## src/design/dac_ctrl_consts.vh

```
// Constants for the converter control block with non-volatile store
// Notes on behaviour
// - Any reset copies stored word into converter
// - Power-on and general-call reset both reload
// - Store holds two select plus twelve code
// - Host may access registers after power-on
// - Select 00 normal; 01/10/11 pick loads
// - Power-down stops conversion, bus stays alive
// - Normal-mode write or wake-up ends power-down
// - Select bits live in register and store
// - Command 011 starts a store write
// - Done flag low throughout store write
// - Register writes ignored while done flag low; general-call reset and wake-up still act
// - Code is unsigned, output code/4096 span
// - Command 00x updates register, not store
// - Commands with top bit set ignored
// - Delivered store: select 00, mid-scale code
// - Done flag returned in read status byte
`ifndef DAC_CTRL_CONSTS_VH
`define DAC_CTRL_CONSTS_VH

`define CLK_PERIOD_NS 20
`define NVM_WRITE_TIME_NS 25000000
// Store write time in clocks, 25 ms at a 20 ns clock
`define NVM_WRITE_CYCLES 24'h1312D0
`define CODE_W 12
`define PD_W 2
`define NVM_W 14
`define NVM_DEFAULT 14'h0800
`define DEV_CODE 4'hC
`define GC_ADDR 8'h00
`define GC_RESET 8'h06
`define GC_WAKEUP 8'h09
`define CMD_NVM 3'h3
`define PD_NORMAL 2'h0
`define PD_LOAD_1K 2'h1
`define PD_LOAD_100K 2'h2
`define PD_LOAD_500K 2'h3
`define READ_BYTES 3'h5

`endif

```

## src/design/dac_nvm_powerdown_control.v

```verilog
// Converter register, non-volatile store and power-down control behind a serial slave
`include "dac_ctrl_consts.vh"

module dac_nvm_powerdown_control #(
  parameter [1:0] ADDR_HI_BITS = 2'h0,
  parameter [23:0] WRITE_CYCLES = `NVM_WRITE_CYCLES
) (
  input wire i_clk,
  input wire i_rstn,
  input wire i_scl,
  input wire i_sda,
  input wire i_a0,
  output wire o_sda,
  output reg o_sda_oe_n,
  output wire [`CODE_W-1:0] o_analog_out_code,
  output wire o_pwrdn_sel_hi,
  output wire o_pwrdn_sel_lo,
  output wire o_conv_enable,
  output wire o_load_1k,
  output wire o_load_100k,
  output wire o_load_500k,
  output wire o_nvm_write_done,
  output wire o_por_done
);
  localparam [2:0] ST_IDLE = 3'h0;
  localparam [2:0] ST_RX = 3'h1;
  localparam [2:0] ST_ACK1 = 3'h2;
  localparam [2:0] ST_ACK2 = 3'h3;
  localparam [2:0] ST_TX = 3'h4;
  localparam [2:0] ST_TXACK = 3'h5;
  localparam [2:0] ST_TXGO = 3'h6;

  localparam [1:0] PH_ADDR = 2'h0;
  localparam [1:0] PH_GC = 2'h1;
  localparam [1:0] PH_DATA = 2'h2;

  wire [2:0] pins_sync;
  wire scl_s;
  wire sda_s;
  wire a0_s;
  reg scl_q;
  reg sda_q;

  reg [2:0] state_reg;
  reg [1:0] phase_reg;
  reg [2:0] bitcnt_reg;
  reg [7:0] shift_reg;
  reg [2:0] idx_reg;
  reg is_read_reg;
  reg ack_reg;
  reg [7:0] cmd_reg;
  reg [7:0] data_hi_reg;

  reg [`CODE_W-1:0] code_reg;
  reg [`PD_W-1:0] pd_reg;
  reg [`NVM_W-1:0] nvm_reg;
  reg [23:0] wtimer_reg;
  reg por_pend_reg;

  reg [7:0] rx_byte;
  reg [7:0] tx_byte;
  wire scl_rise;
  wire scl_fall;
  wire start_cond;
  wire stop_cond;
  wire write_done;

  // Pins cross into the clock domain before anything reads them
  sync_2ff #(
    .W(3)
  ) u_sync (
    .i_clk(i_clk),
    .i_rstn(i_rstn),
    .i_async({i_a0, i_sda, i_scl}),
    .o_sync(pins_sync)
  );

  assign scl_s = pins_sync[0];
  assign sda_s = pins_sync[1];
  assign a0_s = pins_sync[2];

  // Previous samples for edge detection
  always @(posedge i_clk or negedge i_rstn) begin
    if (!i_rstn) begin
      scl_q <= 1'b1;
      sda_q <= 1'b1;
    end else begin
      scl_q <= scl_s;
      sda_q <= sda_s;
    end
  end

  assign scl_rise = scl_s & ~scl_q;
  assign scl_fall = ~scl_s & scl_q;
  assign start_cond = scl_s & scl_q & sda_q & ~sda_s;
  assign stop_cond = scl_s & scl_q & ~sda_q & sda_s;
  assign write_done = (wtimer_reg == 24'h000000);

  // Byte just completed, including the bit on this rising edge
  always @* begin
    rx_byte = {shift_reg[6:0], sda_s};
  end

  // read data, status byte carries done flag
  always @* begin
    case (idx_reg)
      3'h0: tx_byte = {write_done, ~por_pend_reg, 3'h0, pd_reg, 1'b0};
      3'h1: tx_byte = code_reg[11:4];
      3'h2: tx_byte = {code_reg[3:0], 4'h0};
      3'h3: tx_byte = {1'b0, nvm_reg[13:12], 1'b0, nvm_reg[11:8]};
      3'h4: tx_byte = nvm_reg[7:0];
      default: tx_byte = 8'h00;
    endcase
  end

  // Serial engine, command decode and register/store updates
  always @(posedge i_clk or negedge i_rstn) begin
    if (!i_rstn) begin
      state_reg <= ST_IDLE;
      phase_reg <= PH_ADDR;
      bitcnt_reg <= 3'h0;
      shift_reg <= 8'h00;
      idx_reg <= 3'h0;
      is_read_reg <= 1'b0;
      ack_reg <= 1'b0;
      cmd_reg <= 8'h00;
      data_hi_reg <= 8'h00;
      o_sda_oe_n <= 1'b1;
      code_reg <= 12'h000;
      pd_reg <= `PD_NORMAL;
      nvm_reg <= `NVM_DEFAULT;
      wtimer_reg <= 24'h000000;
      por_pend_reg <= 1'b1;
    end else begin
      // store write timer runs down alone
      if (!write_done) begin
        wtimer_reg <= wtimer_reg - 24'h000001;
      end
      // power-on copy of store into register
      if (por_pend_reg) begin
        pd_reg <= nvm_reg[13:12];
        code_reg <= nvm_reg[11:0];
        por_pend_reg <= 1'b0;
      end
      if (start_cond) begin
        // Repeated start restarts the address phase
        state_reg <= ST_RX;
        phase_reg <= PH_ADDR;
        bitcnt_reg <= 3'h0;
        o_sda_oe_n <= 1'b1;
      end else if (stop_cond) begin
        // Partial write groups are dropped at stop
        state_reg <= ST_IDLE;
        o_sda_oe_n <= 1'b1;
      end else begin
        case (state_reg)
          ST_IDLE: begin
            o_sda_oe_n <= 1'b1;
          end
          ST_RX: begin
            if (scl_rise) begin
              shift_reg <= rx_byte;
              bitcnt_reg <= bitcnt_reg + 3'h1;
              if (bitcnt_reg == 3'h7) begin
                state_reg <= ST_ACK1;
                ack_reg <= 1'b1;
                case (phase_reg)
                  PH_ADDR: begin
                    idx_reg <= 3'h0;
                    if (rx_byte[7:1] == {`DEV_CODE, ADDR_HI_BITS, a0_s}) begin
                      is_read_reg <= rx_byte[0];
                      phase_reg <= PH_DATA;
                    end else if (rx_byte == `GC_ADDR) begin
                      is_read_reg <= 1'b0;
                      phase_reg <= PH_GC;
                    end else begin
                      // Not ours: stay off the line until next start
                      ack_reg <= 1'b0;
                      state_reg <= ST_IDLE;
                    end
                  end
                  PH_GC: begin
                    if (rx_byte == `GC_RESET) begin
                      pd_reg <= nvm_reg[13:12];
                      code_reg <= nvm_reg[11:0];
                    end
                    if (rx_byte == `GC_WAKEUP) begin
                      pd_reg <= `PD_NORMAL;
                    end
                  end
                  default: begin
                    case (idx_reg)
                      3'h0: begin
                        cmd_reg <= rx_byte;
                        idx_reg <= 3'h1;
                      end
                      3'h1: begin
                        idx_reg <= 3'h2;
                        data_hi_reg <= rx_byte;
                        if (cmd_reg[7:6] == 2'h0) begin
                          idx_reg <= 3'h0;
                          if (write_done) begin
                            pd_reg <= cmd_reg[5:4];
                            code_reg <= {cmd_reg[3:0], rx_byte};
                          end
                        end
                      end
                      default: begin
                        idx_reg <= 3'h0;
                        if (write_done && !cmd_reg[7]) begin
                          pd_reg <= cmd_reg[2:1];
                          code_reg <= {data_hi_reg, rx_byte[7:4]};
                          // command 011 writes the store too
                          if (cmd_reg[7:5] == `CMD_NVM) begin
                            nvm_reg <= {cmd_reg[2:1], data_hi_reg, rx_byte[7:4]};
                            wtimer_reg <= WRITE_CYCLES;
                          end
                        end
                      end
                    endcase
                  end
                endcase
              end
            end
          end
          ST_ACK1: begin
            // Acknowledge is driven from the falling edge
            if (scl_fall) begin
              o_sda_oe_n <= ~ack_reg;
              state_reg <= ST_ACK2;
            end
          end
          ST_ACK2: begin
            if (scl_fall) begin
              if (is_read_reg && phase_reg == PH_DATA) begin
                o_sda_oe_n <= tx_byte[7];
                shift_reg <= {tx_byte[6:0], 1'b0};
                bitcnt_reg <= 3'h1;
                idx_reg <= (idx_reg == `READ_BYTES - 3'h1) ? 3'h0 : idx_reg + 3'h1;
                state_reg <= ST_TX;
              end else begin
                o_sda_oe_n <= 1'b1;
                bitcnt_reg <= 3'h0;
                state_reg <= ST_RX;
              end
            end
          end
          ST_TX: begin
            if (scl_fall) begin
              if (bitcnt_reg == 3'h0) begin
                o_sda_oe_n <= 1'b1;
                state_reg <= ST_TXACK;
              end else begin
                o_sda_oe_n <= shift_reg[7];
                shift_reg <= {shift_reg[6:0], 1'b0};
                bitcnt_reg <= bitcnt_reg + 3'h1;
              end
            end
          end
          ST_TXACK: begin
            // Master's not-acknowledge ends the read
            if (scl_rise) begin
              state_reg <= sda_s ? ST_IDLE : ST_TXGO;
            end
          end
          ST_TXGO: begin
            if (scl_fall) begin
              o_sda_oe_n <= tx_byte[7];
              shift_reg <= {tx_byte[6:0], 1'b0};
              bitcnt_reg <= 3'h1;
              idx_reg <= (idx_reg == `READ_BYTES - 3'h1) ? 3'h0 : idx_reg + 3'h1;
              state_reg <= ST_TX;
            end
          end
          default: begin
            state_reg <= ST_IDLE;
          end
        endcase
      end
    end
  end

  // Open drain: only ever pulls low
  assign o_sda = 1'b0;

  // unsigned code straight to the converter
  assign o_analog_out_code = code_reg;
  assign o_pwrdn_sel_hi = pd_reg[1];
  assign o_pwrdn_sel_lo = pd_reg[0];
  // power-down stops conversion; serial engine unaffected
  assign o_conv_enable = (pd_reg == `PD_NORMAL) & ~por_pend_reg;
  assign o_load_1k = (pd_reg == `PD_LOAD_1K);
  assign o_load_100k = (pd_reg == `PD_LOAD_100K);
  assign o_load_500k = (pd_reg == `PD_LOAD_500K);
  assign o_nvm_write_done = write_done;
  // host access meaningful once load done
  assign o_por_done = ~por_pend_reg;
endmodule

```

## src/design/sync_2ff.v

```verilog
// Two flip-flop synchroniser for inputs from outside the clock domain
module sync_2ff #(
  parameter W = 1
) (
  input wire i_clk,
  input wire i_rstn,
  input wire [W-1:0] i_async,
  output wire [W-1:0] o_sync
);
  reg [W-1:0] meta_reg;
  reg [W-1:0] sync_reg;

  // First stage feeds only the second stage
  always @(posedge i_clk or negedge i_rstn) begin
    if (!i_rstn) begin
      meta_reg <= {W{1'b1}};
      sync_reg <= {W{1'b1}};
    end else begin
      meta_reg <= i_async;
      sync_reg <= meta_reg;
    end
  end

  assign o_sync = sync_reg;
endmodule

```

## config.mk

```make
export PLATFORM = sky130hd
export DESIGN_NAME = dac_nvm_powerdown_control
export DESIGN_NICKNAME = d
export VERILOG_FILES = /design/src/design/dac_nvm_powerdown_control.v /design/src/design/sync_2ff.v
export VERILOG_INCLUDE_DIRS = /design/src /design/src/design
export SDC_FILE = /design/constraint.sdc
export NUM_CORES = 1
export LEC_CHECK = 0
export ABC_AREA = 1
export ABC_CLOCK_PERIOD_IN_PS = 1750
export BUFFER_PORTS_ARGS = -buffer_cell sky130_fd_sc_hd__clkbuf_2
export CAP_MARGIN = 20
export CORE_ASPECT_RATIO = 2
export CORE_UTILIZATION = 38
export DETAILED_ROUTE_END_ITERATION = 12
export PLACE_DENSITY_LB_ADDON = 0.12
export SLEW_MARGIN = 15
export SYNTH_ARGS = -nofsm -noshare
export SYNTH_HDL_FRONTEND = slang
export SYNTH_SLANG_ARGS = --single-unit
```

## constraint.sdc

```tcl
create_clock -name i_clk -period 1.75 [get_ports i_clk]
set_input_delay 0 -clock i_clk [delete_from_list [all_inputs] [get_ports i_clk]]
set_output_delay 0 -clock i_clk [all_outputs]
set_load 0.02 [all_outputs]
```

==> results.json <==
{
  "p_per_area_nw_per_um2": 695,
  "drtPass1Iterations": 5,
  "die-height_um": 183,
  "die_area_um2": 16800,
  "grt_pass1_vias": 7235,
  "ys_ff_latch": 99,
  "setup_viol": 56,
  "setup_ws_ps": -178,
  "area.growth.synth_to_final_pct": 58.1,
  "crit_top_cell": "nor2_4",
  "seqCellArea_um2": 2490,
  "antenna_found_initial": 0,
  "hp-class": "primary input to asynchronous set/reset pin",
  "ys_types": 47,
  "relSlewSlack_pct": 67.2,
  "htree_levels": 3,
  "maxCapViolCount": 0,
  "slowest_stage": "dfrtp_1",
  "slowest_delay_ps": 390,
  "vias_per_cell": 5.29,
  "synthCells": 851,
  "startpoint": "wtimer_reg[0]",
  "synth_top_area_cell": "dfrtp_1",
  "start_util_pct": 39.0,
  "cts_tree": "yes",
  "synth_mux_area_share_pct": 0,
  "ioPinCount": 27,
  "multiInputGateArea_um2": 3930,
  "die-width_um": 92.3,
  "critical_path.reg2reg.endpoint": "nvm_reg[0]",
  "start_kind": "flip-flop",
  "synthArstFlopShare_pct": 100,
  "rsz0062_at_grt": "true",
  "ys.flop_type": "dfrtp_1",
  "cts.path.max_buffers": 2,
  "hold_viol_final": 0,
  "crit_required_ps": 1990,
  "synth_edf_count": 0,
  "finalCritPeriodShare_pct": 110,
  "clk-insertion-delay-late_ps": 360,
  "violations": "setup timing",
  "fin_crit_ps": 1930,
  "diodes": 0,
  "grt_max_degree": 40,
  "post-route-cell-area_um2": 9790,
  "post-route-drc-count": 0,
  "placed_area_um2": 7980,
  "post_drt_wl_per_cell_um": 20.6,
  "synth_seq_area_share_pct": 40.2,
  "drtAntennaViolNets": 0,
  "drive_gt1_share_pct": 44.0,
  "via_count": 6992,
  "rows": 65,
  "detail_route.iter0.violations": 458,
  "skew_ps": 7.35,
  "synth_top_family_by_area": "simple AND/OR/NAND/NOR gates",
  "total_power_mw": 6.81,
  "syn_area_um2": 6190,
  "grt_pass1_wl_um": 40400,
  "rr_startpoint": "wtimer_reg[0]",
  "reg2reg_slack_ps": -180,
  "criticalPathCategory": "flip-flop to flip-flop",
  "core_um2": 15900,
  "largest_reg_flops": 24,
  "wl_um": 27200,
  "cp-end-kind": "flip-flop",
  "dp_hpwl_um": 21400,
  "grt.total_usage_pct": 33.1,
  "clkTransAtPathRegs_ps": 70,
  "slew_viol_final": 0,
  "cts_buffers": 9,
  "cts-root-buf": "clkbuf_16",
  "ir_drop_uv": 561,
  "critPathCapture": "nvm_reg[0]",
  "outcome": "complete, but fails checks",
  "numClockSinks": 99,
  "synth_fa_ha_area_share_pct": 2.02,
  "fin_setup_tns_ps": -5140,
  "cp_cell_sequence": "inv_2, ha_4, inv_2, nor2_4, nand2_2, nor2_4, nand3_4, nor2_4, buf_4, nand2_8, buf_8, nand2_1, o21ai_1",
  "layout.nets": 1130,
  "fmax_mhz": 519,
  "worst_slew_pin_slew_ps": 488,
  "synth_compound_area_share_pct": 14.8,
  "grt_overflow": 0,
  "yosys.area_share.simple_pct": 31.3,
  "yosysTopAreaCellShare_pct": 35.6,
  "cp_max_fo": 8,
  "power.leakage_nw": 4.86,
  "synthXorXnorAreaFrac_pct": 2.41,
  "critPathArrivalTime_ps": 2170,
  "rr_worst_depth": 13,
  "portBuffers": 25,
  "utilization_pct": 61.7,
  "synthTopCellsByArea": "dfrtp_1 36%, nand2_1 13%, inv_1 6.8%, o21ai_0 5.8%, nand3_1 5.1%",
  "yosys_warnings": 0,
  "nFillCells": 1439,
  "synth_area_per_cell_um2": 7.27,
  "place_congestion": 0.976
}
[critical path, delay by kind of cell (launching register included)]
kind,cells,cell delay (ps)
AOI/OAI and AO/OA,1,60
adders and majority gates,1,150
buffers and inverters,4,460
DFF,1,390
and+or+nand+nor,7,730
[cells by family (layout without fill, tap and decap cells)]
family / Yosys count / count (layout)
adder cells (fa/ha/maj): 10 / 10
flip-flops: 99 / 99
buffers and inverters: 142 / 410
AND/OR/NAND/NOR: 421 / 421
XOR/XNOR: 17 / 17
other: 1 / 2
AO/OA/AOI/OAI: 161 / 161
[layout make-up]
cell class | instances | area share (%)
timing repair inverter | 2 | 0.166
multi-input combinational | 611 | 40.1
tap | 201 | 2.57
sequential | 99 | 25.5
clock buffer | 12 | 2.42
timing repair buffer | 270 | 23.2
clock inverter | 4 | 0.754
inverter | 122 | 5.24
[stage by stage]
stage,std cells,setup slack [ps],hold slack [ps]
2_1_floorplan,852,-36.3,-296
3_3_place_gp,1242,-246,-17.7
3_5_place_dp,1242,-230,-13.3
4_1_cts,1295,-163,148
5_1_grt,1321,-278,178
6_report,1321,-178,144
[timing repair]
action                                 4_1_cts  5_1_grt
resized for setup                          118      169
buffers inserted                            32       26
gates cloned                                 1        4
endpoints found under the hold margin       31        0
pin swaps                                   40       60
hold buffers                                 4        0
setup endpoints to repair                   77       86
[metal layers]
layer	up-vias	part of all wire, %	track usage, %
met2	231	58	65.8
met3	95	2.8	3.54
met1	3368	30	28.5
met5	-	0	0
met4	0	9.0	26.5
li1	3298	-	-
[cells in the final DEF, fill, tap and decap left out, drive strengths merged, types with 2 or more instances in the layout]
cell and n:
nor3 12, clkinv 4, xor2 7, nor2 102
o21ai 91, and3 2, bufinv 2, xnor2 10
o22ai 7, nand4 11, a31oi 4, nor4 8
dlygate4sd3 4, clkbuf 37, a21oi 34, inv 121
dfstp 11, dfrtp 88, o221ai 3, nand3 67
buf 241, a221oi 2, conb 2, ha 10
o211ai 5, o21bai 6, o2111ai 3, nand2 219
[cell usage after synthesis (5+ instances only)]
cell type  number
o21ai_1        19
nor2_2         11
dfrtp_1        88
nor3_1         10
ha_1           10
nor4_1          6
clkbuf_1        7
buf_2           8
nand3_1        63
inv_2           8
a21oi_1        29
nand4_1        11
xor2_1          7
a21oi_2         5
o211ai_1        5
nand2_1       211
nor2_4          6
inv_1         112
xnor2_1        10
o22ai_1         7
nand2_2         5
nor2_1         83
o21ai_0        72
dfstp_2        11
o21bai_1        6
[how the worst min path moves through the flow]
stage                         end  slack, ps  cells after the start
floorplan                 ack_reg       -300                      0
global placement    wtimer_reg[5]        -20                      1
detailed placement  wtimer_reg[5]        -10                      1
CTS                 wtimer_reg[5]        150                      2
global route        wtimer_reg[7]        180                      2
finish              wtimer_reg[7]        140                      2
[power breakdown]
group | internal (mW) | switching [mW]
Clock | 1.26 | 0.949
Sequential | 2.42 | 0.114
Combinational | 0.905 | 1.16
Total | 4.58 | 2.22
(Power assumes the default switching activity.)
